**src/rtl/out4_pkg.sv**
```systemverilog
package out4_pkg;
  // Register map
  localparam logic [7:0] ADDR_CTL = 8'h25;
  localparam logic [7:0] ADDR_DIV = 8'h26;
  localparam logic [7:0] ADDR_STAT = 8'h27;
  localparam logic [7:0] CTL_RESET = 8'h18;
  localparam logic [7:0] DIV_RESET = 8'h02;
  // Control field positions, all two bits wide
  localparam int CTL_SRC_LSB = 6;
  localparam int CTL_SEL_LSB = 4;
  localparam int CTL_M1_LSB = 2;
  localparam int CTL_M2_LSB = 0;
  localparam int FLD_W = 2;
  // Status bit positions
  localparam int STAT_RUN_BIT = 0;
  localparam int STAT_CLK_BIT = 1;
  // Source select codes
  localparam logic [1:0] SRC_SYNTH_ONE = 2'h0;
  localparam logic [1:0] SRC_SYNTH_TWO = 2'h1;
  localparam logic [1:0] SRC_REF_PRI = 2'h2;
  localparam logic [1:0] SRC_REF_SEC = 2'h3;
  // Driver type codes
  localparam logic [1:0] DRV_OFF = 2'h0;
  localparam logic [1:0] DRV_AC = 2'h1;
  localparam logic [1:0] DRV_HCSL = 2'h2;
  localparam logic [1:0] DRV_CMOS = 2'h3;
  // Single-ended pin modes
  localparam logic [1:0] PIN_TRISTATE = 2'h0;
  localparam logic [1:0] PIN_LOW = 2'h1;
  localparam logic [1:0] PIN_INVERT = 2'h2;
  localparam logic [1:0] PIN_TRUE = 2'h3;
  // Tail current in mA
  localparam logic [4:0] TAIL_4MA = 5'h04;
  localparam logic [4:0] TAIL_6MA = 5'h06;
  localparam logic [4:0] TAIL_8MA = 5'h08;
  localparam logic [4:0] TAIL_16MA = 5'h10;
  localparam logic [4:0] TAIL_NONE = 5'h00;
  typedef enum logic [1:0] {
    ST_WAIT_NV = 2'b01,
    ST_RUN = 2'b10
  } load_state_t;
endpackage

```
**src/rtl/out4_cfg_if.sv**
```systemverilog
`timescale 1ns/10ps
interface out4_cfg_if;
  logic [1:0] src_sel;
  logic [7:0] div_code;
  logic div_clk;
  modport ctl(output src_sel, output div_code, input div_clk);
  modport div(input src_sel, input div_code, output div_clk);
endinterface

```
**src/rtl/out4_divider.sv**
```systemverilog
`timescale 1ns/10ps
module out4_divider (
  input wire logic i_ref_clk,   // System clock
  input wire logic i_srst,      // Sync reset, active high
  input wire logic i_synth_one, // Synthesizer one clock level
  input wire logic i_synth_two, // Synthesizer two clock level
  input wire logic i_ref_pri,   // Primary reference level
  input wire logic i_ref_sec,   // Secondary reference level
  out4_cfg_if.div cfg           // Config in, divided clock out
);
  // Sources are sampled, so each must run below half the system clock
  logic src_r, src_nxt, prev_r, prev_nxt, clk_r, clk_nxt;
  logic [7:0] cnt_r, cnt_nxt, half;
  logic rise, is_synth;

  always_comb begin
    case (cfg.src_sel)
      out4_pkg::SRC_SYNTH_ONE: src_nxt = i_synth_one;
      out4_pkg::SRC_SYNTH_TWO: src_nxt = i_synth_two;
      out4_pkg::SRC_REF_PRI: src_nxt = i_ref_pri;
      out4_pkg::SRC_REF_SEC: src_nxt = i_ref_sec;
      default: src_nxt = 1'b0;
    endcase
    prev_nxt = src_r;
    rise = src_r & ~prev_r;
    is_synth = (cfg.src_sel == out4_pkg::SRC_SYNTH_ONE) ||
               (cfg.src_sel == out4_pkg::SRC_SYNTH_TWO);
    // High for ceil(N/2) source periods, N = code + 1
    half = 8'((9'(cfg.div_code) + 9'h002) >> 1);
    cnt_nxt = cnt_r;
    if (rise) begin
      cnt_nxt = (cnt_r >= cfg.div_code) ? 8'h00 : cnt_r + 8'h01;
    end
    if (is_synth && (cfg.div_code != 8'h00)) begin
      clk_nxt = (cnt_r < half);
    end else begin
      clk_nxt = src_r;
    end
  end

  always_ff @(posedge i_ref_clk) begin
    if (i_srst) begin
      src_r <= 1'b0;
      prev_r <= 1'b0;
      clk_r <= 1'b0;
      cnt_r <= 8'h00;
    end else begin
      src_r <= src_nxt;
      prev_r <= prev_nxt;
      clk_r <= clk_nxt;
      cnt_r <= cnt_nxt;
    end
  end

  assign cfg.div_clk = clk_r;
endmodule

```
**src/rtl/clock_output_channel_four_control.sv**
```systemverilog
`timescale 1ns/10ps
//
// Operation
// - Source code 0..3 picks synth1, synth2, refs
// - Type code: off, AC diff, HCSL, LVCMOS
// - First mode sets differential tail current
// - First mode controls LVCMOS positive pin
// - Second mode: HCSL load or negative pin
// - Eight-bit divider divides by code plus one
// - Divider only for synthesizer sources
module clock_output_channel_four_control (
  input wire logic i_ref_clk,       // 20 MHz system clock
  input wire logic i_srst,          // Sync reset, active high
  input wire logic [7:0] i_addr,    // Register address
  input wire logic [7:0] i_wdata,   // Register write data
  input wire logic i_wr,            // Write strobe
  input wire logic i_rd,            // Read strobe
  output logic [7:0] o_rdata,       // Read data, cycle after strobe
  input wire logic i_nv_load,       // Stored image valid strobe
  input wire logic [7:0] i_nv_ctrl, // Stored control byte
  input wire logic [7:0] i_nv_div,  // Stored divider byte
  input wire logic i_synth_one,     // Synthesizer one clock
  input wire logic i_synth_two,     // Synthesizer two clock
  input wire logic i_ref_pri,       // Primary reference clock
  input wire logic i_ref_sec,       // Secondary reference clock
  output logic o_out_p,             // Positive pin level
  output logic o_out_p_oe,          // Positive pin drive enable
  output logic o_out_n,             // Negative pin level
  output logic o_out_n_oe,          // Negative pin drive enable
  output logic [4:0] o_tail_ma,     // Tail current in mA, 0 if none
  output logic [1:0] o_hcsl_load    // HCSL load code, 0 otherwise
);
  out4_cfg_if cfg ();
  out4_pkg::load_state_t state_r, state_nxt;
  logic [7:0] ctl_r, ctl_nxt, div_r, div_nxt, rdata_nxt;
  logic p_nxt, p_oe_nxt, n_nxt, n_oe_nxt;
  logic [4:0] tail_nxt;
  logic [1:0] load_nxt, src, sel, mode1, mode2;
  logic clk;

  out4_divider u_div (
    .i_ref_clk(i_ref_clk),
    .i_srst(i_srst),
    .i_synth_one(i_synth_one),
    .i_synth_two(i_synth_two),
    .i_ref_pri(i_ref_pri),
    .i_ref_sec(i_ref_sec),
    .cfg(cfg.div)
  );

  assign src = ctl_r[out4_pkg::CTL_SRC_LSB +: out4_pkg::FLD_W];
  assign sel = ctl_r[out4_pkg::CTL_SEL_LSB +: out4_pkg::FLD_W];
  assign mode1 = ctl_r[out4_pkg::CTL_M1_LSB +: out4_pkg::FLD_W];
  assign mode2 = ctl_r[out4_pkg::CTL_M2_LSB +: out4_pkg::FLD_W];
  assign cfg.src_sel = src;
  assign cfg.div_code = div_r;
  assign clk = cfg.div_clk;

  // Returns {enable, level} of one single-ended pin
  function automatic logic [1:0] cmos_pin(input logic [1:0] mode,
                                          input logic c);
    case (mode)
      out4_pkg::PIN_TRISTATE: cmos_pin = 2'b00;
      out4_pkg::PIN_LOW: cmos_pin = 2'b10;
      out4_pkg::PIN_INVERT: cmos_pin = {1'b1, ~c};
      out4_pkg::PIN_TRUE: cmos_pin = {1'b1, c};
      default: cmos_pin = 2'b00;
    endcase
  endfunction

  function automatic logic [4:0] tail_of(input logic [1:0] mode,
                                         input logic hcsl);
    case (mode)
      2'h0: tail_of = out4_pkg::TAIL_4MA;
      2'h1: tail_of = out4_pkg::TAIL_6MA;
      2'h2: tail_of = out4_pkg::TAIL_8MA;
      2'h3: tail_of = hcsl ? out4_pkg::TAIL_16MA : out4_pkg::TAIL_8MA;
      default: tail_of = out4_pkg::TAIL_NONE;
    endcase
  endfunction

  // Registers and stored-image load
  always_comb begin
    state_nxt = state_r;
    ctl_nxt = ctl_r;
    div_nxt = div_r;
    if (i_wr && i_addr == out4_pkg::ADDR_CTL) begin
      ctl_nxt = i_wdata;
    end
    if (i_wr && i_addr == out4_pkg::ADDR_DIV) begin
      div_nxt = i_wdata;
    end
    case (state_r)
      out4_pkg::ST_WAIT_NV: begin
        // Image wins over a same-cycle bus write
        if (i_nv_load) begin
          ctl_nxt = i_nv_ctrl;
          div_nxt = i_nv_div;
          state_nxt = out4_pkg::ST_RUN;
        end
      end
      out4_pkg::ST_RUN: state_nxt = out4_pkg::ST_RUN;
      default: state_nxt = out4_pkg::ST_WAIT_NV;
    endcase
    rdata_nxt = 8'h00;
    if (i_rd) begin
      case (i_addr)
        out4_pkg::ADDR_CTL: rdata_nxt = ctl_r;
        out4_pkg::ADDR_DIV: rdata_nxt = div_r;
        out4_pkg::ADDR_STAT: begin
          rdata_nxt[out4_pkg::STAT_RUN_BIT] = (state_r == out4_pkg::ST_RUN);
          rdata_nxt[out4_pkg::STAT_CLK_BIT] = clk;
        end
        default: rdata_nxt = 8'h00;
      endcase
    end
  end

  always_ff @(posedge i_ref_clk) begin
    if (i_srst) begin
      state_r <= out4_pkg::ST_WAIT_NV;
      ctl_r <= out4_pkg::CTL_RESET;
      div_r <= out4_pkg::DIV_RESET;
      o_rdata <= 8'h00;
    end else begin
      state_r <= state_nxt;
      ctl_r <= ctl_nxt;
      div_r <= div_nxt;
      o_rdata <= rdata_nxt;
    end
  end

  // Output driver
  always_comb begin
    p_nxt = 1'b0;
    p_oe_nxt = 1'b0;
    n_nxt = 1'b0;
    n_oe_nxt = 1'b0;
    tail_nxt = out4_pkg::TAIL_NONE;
    load_nxt = 2'h0;
    if (state_r == out4_pkg::ST_RUN) begin
      case (sel)
        out4_pkg::DRV_OFF: p_nxt = 1'b0;
        out4_pkg::DRV_AC, out4_pkg::DRV_HCSL: begin
          p_nxt = clk;
          n_nxt = ~clk;
          p_oe_nxt = 1'b1;
          n_oe_nxt = 1'b1;
          tail_nxt = tail_of(mode1, sel == out4_pkg::DRV_HCSL);
          if (sel == out4_pkg::DRV_HCSL) begin
            load_nxt = mode2;
          end
        end
        out4_pkg::DRV_CMOS: begin
          {p_oe_nxt, p_nxt} = cmos_pin(mode1, clk);
          {n_oe_nxt, n_nxt} = cmos_pin(mode2, clk);
        end
        default: p_nxt = 1'b0;
      endcase
    end
  end

  always_ff @(posedge i_ref_clk) begin
    if (i_srst) begin
      o_out_p <= 1'b0;
      o_out_p_oe <= 1'b0;
      o_out_n <= 1'b0;
      o_out_n_oe <= 1'b0;
      o_tail_ma <= out4_pkg::TAIL_NONE;
      o_hcsl_load <= 2'h0;
    end else begin
      o_out_p <= p_nxt;
      o_out_p_oe <= p_oe_nxt;
      o_out_n <= n_nxt;
      o_out_n_oe <= n_oe_nxt;
      o_tail_ma <= tail_nxt;
      o_hcsl_load <= load_nxt;
    end
  end
endmodule

```
**config.mk**
```make
export PLATFORM = sky130hd
export DESIGN_NAME = clock_output_channel_four_control
export DESIGN_NICKNAME = d
export VERILOG_FILES = /design/src/rtl/out4_pkg.sv /design/src/rtl/out4_cfg_if.sv /design/src/rtl/out4_divider.sv /design/src/rtl/clock_output_channel_four_control.sv
export SDC_FILE = /design/constraint.sdc
export NUM_CORES = 1
export LEC_CHECK = 0
export ABC_AREA = 1
export BUFFER_PORTS_ARGS = -buffer_cell sky130_fd_sc_hd__clkbuf_2
export CORE_ASPECT_RATIO = 1.25
export CORE_MARGIN = 1.5
export CORE_UTILIZATION = 40
export DETAILED_ROUTE_END_ITERATION = 16
export PLACE_DENSITY = 0.71
export SLEW_MARGIN = 10
export SYNTH_ARGS = -nofsm -noshare
export SYNTH_HDL_FRONTEND = slang
export SYNTH_SLANG_ARGS = --single-unit
```
**constraint.sdc**
```tcl
create_clock -name i_ref_clk -period 1.9 [get_ports i_ref_clk]
set_input_delay 0.285 -clock i_ref_clk [delete_from_list [all_inputs] [get_ports i_ref_clk]]
set_output_delay 0.285 -clock i_ref_clk [all_outputs]
set_load 0.01 [all_outputs]
```
# [After elaboration in Yosys (flattened, before gate mapping)]
# Index checks and enable logic that the tools add are counted.
# W data, S select, Z words.
[totals] register_bits=48 inputBits=41 out_inout_bits=19 word_cells=78
[classes] addsub=2 magnitude_cmp=2 n_eq_ne=18 muxes=21 n_bitwise=7 n_reduce_logical=14
[ops] cell="$mux W8" count=7
[ops] cell="$eq A8 B6 Y1 const B" count=3
[ops] cell="$pmux W5 S4" count=1
[ops] cell="$eq A2 B2 Y1 const B" count=9
[ops] cell="$pmux W2 S4" count=2
[ops] cell="$pmux W6 S2" count=1
[ops] cell="$eq A2 B1 Y1 const B" count=5
[ops] cell="$add A8 B2 Y9 const B" count=1
[ops] cell="$add A8 B1 Y8 const B" count=1
[ops] cell="$ge A8 B8 Y1" count=1
[ops] cell="$logic_not A2 Y1" count=4
[ops] cell="$lt A8 B8 Y1" count=1
[ops] cell="$reduce_bool A8 Y1" count=1
[ops] cell="$not A1 Y1" count=6
[ops] cell="$pmux W1 S2" count=3
[ops] cell="$pmux W2 S3" count=1
[ops] cell="$reduce_or A2 Y1" count=3
[ops] cell="$mux W5" count=1
[ops] cell="$pmux W1 S4" count=1
[ops] cell="$pmux W2 S2" count=1
[ops] cell="$reduce_or A4 Y1" count=1
[ops] cell="$logic_and A1 B1 Y1" count=3
[ops] cell="$pmux W1 S3" count=1
[ops] cell="$reduce_or A3 Y1" count=1
[ops] cell="other kinds (5)" count=5

# [Logic depth before layout (Yosys ltp)]
[depth] ltp_word=5 mapped_depth=12 mapped_depth_nobuf=12

# [Modules after synthesis]
# From an unflattened synthesis, not the netlist that was laid out.
[unflattened] hier_cells=413 hier_area_um2=2885.3
[modules_own_cells] mod="clock_output_channel_four_control" instances=1 cells_per_inst=268 area_per_inst_um2=1869.3
[modules_own_cells] mod="out4_divider" instances=1 cells_per_inst=145 area_per_inst_um2=1016.0

# [Worst setup path after synthesis]
# No wires, ideal clock.
[synth_path] path_kind="register to register" start="reg div_r[3], in the netlist cfg.div_code[3]" end="reg u_div.clk_r, in the netlist u_div.cfg.div_clk" setup_time_ns=0.112 arrival_ns=1.555 required_ns=1.788 setup_slack_ns=0.233 stages_incl_launch_ff=12 path_buffers=0 cell_sequence="dfxtp_1 -> inv_1 -> nor3_2 -> nand3_1 -> nor2_1 -> nand2_1 -> ha_1 -> nand2_1 -> o211ai_1 -> nor2_1 -> nand2_1 -> nand2_1"
[synth_between] elab_chain_len=3 elab_cells_between_ends=5
[synth_rtl] item="from (decl)" line_no="clock_output_channel_four_control.sv:35" text="logic [7:0] ctl_r, ctl_nxt, div_r, div_nxt, rdata_nxt;"
[synth_rtl] item="from (signal assigned)" line_no="clock_output_channel_four_control.sv:123" text="div_r <= out4_pkg::DIV_RESET;"
[synth_rtl] item="from (signal assigned)" line_no="clock_output_channel_four_control.sv:128" text="div_r <= div_nxt;"
[synth_rtl] item="$add A8 B2 Y9 or $reduce_bool A8 Y1 (tied branches)" line_no="out4_divider.sv:29, out4_divider.sv:34"
[synth_rtl] item="$lt A8 B8 Y1 or $logic_and A1 B1 Y1 (tied branches)" line_no="out4_divider.sv:35, out4_divider.sv:34"
[synth_rtl] item="$mux W1 *" line_no="out4_divider.sv:34" text="if (is_synth && (cfg.div_code != 8'h00)) begin"
[synth_rtl] item="to (signal assigned)" line_no="out4_divider.sv:50" text="clk_r <= clk_nxt;"
[synth_rtl] item="to (decl)" line_no="out4_divider.sv:12" text="logic src_r, src_nxt, prev_r, prev_nxt, clk_r, clk_nxt;"
# Mark *: on every way between the ends. The rest lies on a longest branch, timed or not.
# A chain may end at the register's enable or synchronous reset.

# [Worst setup path in the final report]
# Ends and elaborated chain as after synthesis.

==> flow_summary.json <==
{
  "synth-seq-cells": 47,
  "cts.sinks": 47,
  "async_reset_ff_frac": 0,
  "use_met3": 0.0264,
  "synth_cells": 405,
  "numCtsBuffers": 5,
  "leakage_nw": 1.73,
  "cts.path.max_buffers": 2,
  "ys_seq_area_frac": 0.336,
  "grt_max_degree": 30,
  "finalWirelength_mm": 6.79,
  "dp.final_hpwl_mm": 5.21,
  "synth_nets": 469,
  "p_clk_frac": 0.240,
  "grt_pass1_vias": 2545,
  "die_area_um2": 7520,
  "drive_gt1_frac": 0.200,
  "multi_input_area_um2": 1570,
  "slew_viol_final": 0,
  "intPower_mw": 1.98,
  "pwr-share-seq": 0.418,
  "cts-root-buf": "clkbuf_8",
  "place_ws_ns": 0.0510,
  "ioPinCount": 60,
  "cp_max_fo": 4,
  "antenna_found_initial": 0,
  "final_common_cell": "nand2_1",
  "top_usage_layer": "met2",
  "synthFlopType": "dfxtp_1",
  "vias": 2690,
  "post-route-period-util": 0.959,
  "ir_drop_mv": 0.513,
  "setup_viol": 0,
  "synth.distinct_cells": 32,
  "endpoint_kind": "register",
  "drc": 0,
  "cts_tree": "yes",
  "fin_nets": 528,
  "avgSynthCellArea_um2": 6.92,
  "dieWidth_um": 77.9,
  "antenna_left": 0,
  "timing.final.ws_setup_ns": 0.0781,
  "p_sw_frac": 0.377,
  "io_buffers": 58,
  "min_path_type": "in2reg",
  "clk_latency_ns": 0.31,
  "cts_hold_buffers": 0,
  "synth_edf_count": 0,
  "use_met2": 0.316,
  "avgRoutedWirePerCell_um": 12.3,
  "status": "finished, final reports clean",
  "dieHeight_um": 96.6,
  "row_count": 33,
  "n_fill_cell": 697,
  "antenna_cells": 0,
  "power_frac_comb": 0.342,
  "path_clk_slew_ns": 0.09,
  "grt_remaining_overflow": 0,
  "fin_skew_ns": 0.00498,
  "netlist_area_um2": 2800,
  "grt_pass1_wl_mm": 11.1,
  "gp_congestion": 0.903,
  "layout_common_cells": "97 x nand2_1, 58 x clkbuf_2, 56 x nor2_1",
  "grt_usage": 0.183,
  "hold_violations": 0,
  "placedInstanceArea_um2": 3190,
  "start_util": 0.419,
  "vias_per_cell": 4.87,
  "max-cap-violations": 0,
  "worstPathArrival_ns": 2.08,
  "syn_to_final_growth_pct": 19.0,
  "cp.required_ns": 2.16,
  "stdcell_area_um2": 3340,
  "hold-worst-slack_ns": 0.226,
  "drt_first_pass_iters": 4,
  "regArea_um2": 950,
  "grt_util_met1": 0.219,
  "switchingPower_mw": 1.20,
  "max_freq_mhz": 549,
  "yosys_warnings": 0,
  "period_needed_ns": 1.82,
  "core_um2": 6690,
  "h-tree-depth": 2,
  "critical_path_class": "reg2reg",
  "critPathLaunchType": "register",
  "initialDrtViolationCount": 165,
  "cellPowerDensity_nw_per_um2": 952
}
==> registers in the layout, summed over array words and instances (netlist names), 2 cells and up <==
| name | count |
|---|---|
| o_hcsl_load | 2 |
| o_rdata | 8 |
| o_tail_ma | 4 |
| cfg.div_code | 8 |
| state_r | 2 |
| u_div.cnt_r | 8 |
| ctl_r | 8 |
==> cell type report <==
type,instances,share of cell area
Multi-Input combinational cell,286,0.472
Clock inverter,3,0.0139
Inverter,59,0.0664
Clock buffer,5,0.0206
Sequential cell,47,0.285
Tap cell,87,0.0326
Timing Repair Buffer,65,0.110
==> metal layers <==
metal / share of wire / vias up
met1: 0.42 / 1203
met5: 0 / -
met2: 0.50 / 71
met3: 0.046 / 16
met4: 0.027 / 0
li1: - / 1400
==> power by group through the flow <==
stage | Clock [mW] | Sequential, mW | Combinational (mW)
6_report | 0.763 | 1.33 | 1.08
5_1_grt | 0.820 | 1.35 | 1.26
4_1_cts | 0.777 | 1.32 | 1.05
3_5_place_dp | 0 | 1.34 | 1.05
3_3_place_gp | 0 | 1.33 | 1.01
2_1_floorplan | 0 | 1.27 | 0.797
==> worst max-delay path, stage by stage, from the launching register on <==
cell and delay [ns]:
dfxtp_4 0.37, inv_2 0.05, nor3_4 0.23, nand3_1 0.18, xor2_1 0.18, ha_1 0.30, a21oi_1 0.16, o211ai_1 0.11
nor2_1 0.09, nand2_1 0.05, nand2_1 0.04
==> final timing paths <==
path	start	endpoint	slack, ns	cells after the start
worst max register to register	cfg.div_code[3]	u_div.cfg.div_clk	0.08	10
worst min-delay path	i_synth_two	u_div.prev_nxt	0.23	3
worst max-delay path	cfg.div_code[3]	u_div.cfg.div_clk	0.08	10
worst min register to register	state_r[1]	state_r[1]	0.49	2
==> per-stage QoR <==
step	std cells	power [mW]	TNS, ns	utilization
4_1_cts	550	3.15	0	0.494
3_5_place_dp	542	2.39	0	0.476
3_3_place_gp	542	2.35	0	0.476
2_1_floorplan	405	2.06	0	-
6_report	552	3.18	0	0.499
5_1_grt	552	3.43	-0.0712	0.499
==> cells in the mapped netlist (2+ instances only) <==
library cell	count	share of area
nand2_1	97	0.13
o21ai_0	7	0.012
ha_1	23	0.10
dfxtp_1	47	0.34
nor3_1	5	0.0089
o211ai_1	2	0.0054
nor2_4	2	0.0080
buf_4	2	0.0054
buf_6	2	0.0080
a21oi_1	16	0.029
nand3_1	35	0.062
inv_1	58	0.078
xor2_1	8	0.025
o21bai_1	3	0.0080
nand2_2	3	0.0067
nand4_1	14	0.031
nor2_1	56	0.075
clkbuf_1	2	0.0027
nand3_4	2	0.012
nor3_2	2	0.0071
buf_2	6	0.011
xnor2_1	3	0.0094
==> timing repair <==
action,4_1_cts,5_1_grt
resized for setup,0,10
buffers inserted,0,2
endpoints found under the setup margin,0,1
==> logic make-up after synthesis <==
| group | count (synthesis) | synth area share |
|---|---|---|
| AOI/OAI and AO/OA | 31 | 0.0629 |
| other | 1 | 0.00134 |
| adders and majority gates | 23 | 0.103 |
| xor gates and xnor gates | 11 | 0.0344 |
| and+or+nand+nor | 220 | 0.356 |
| buffers and inverters | 72 | 0.107 |
| DFF | 47 | 0.336 |
(Power assumes the default switching activity.)
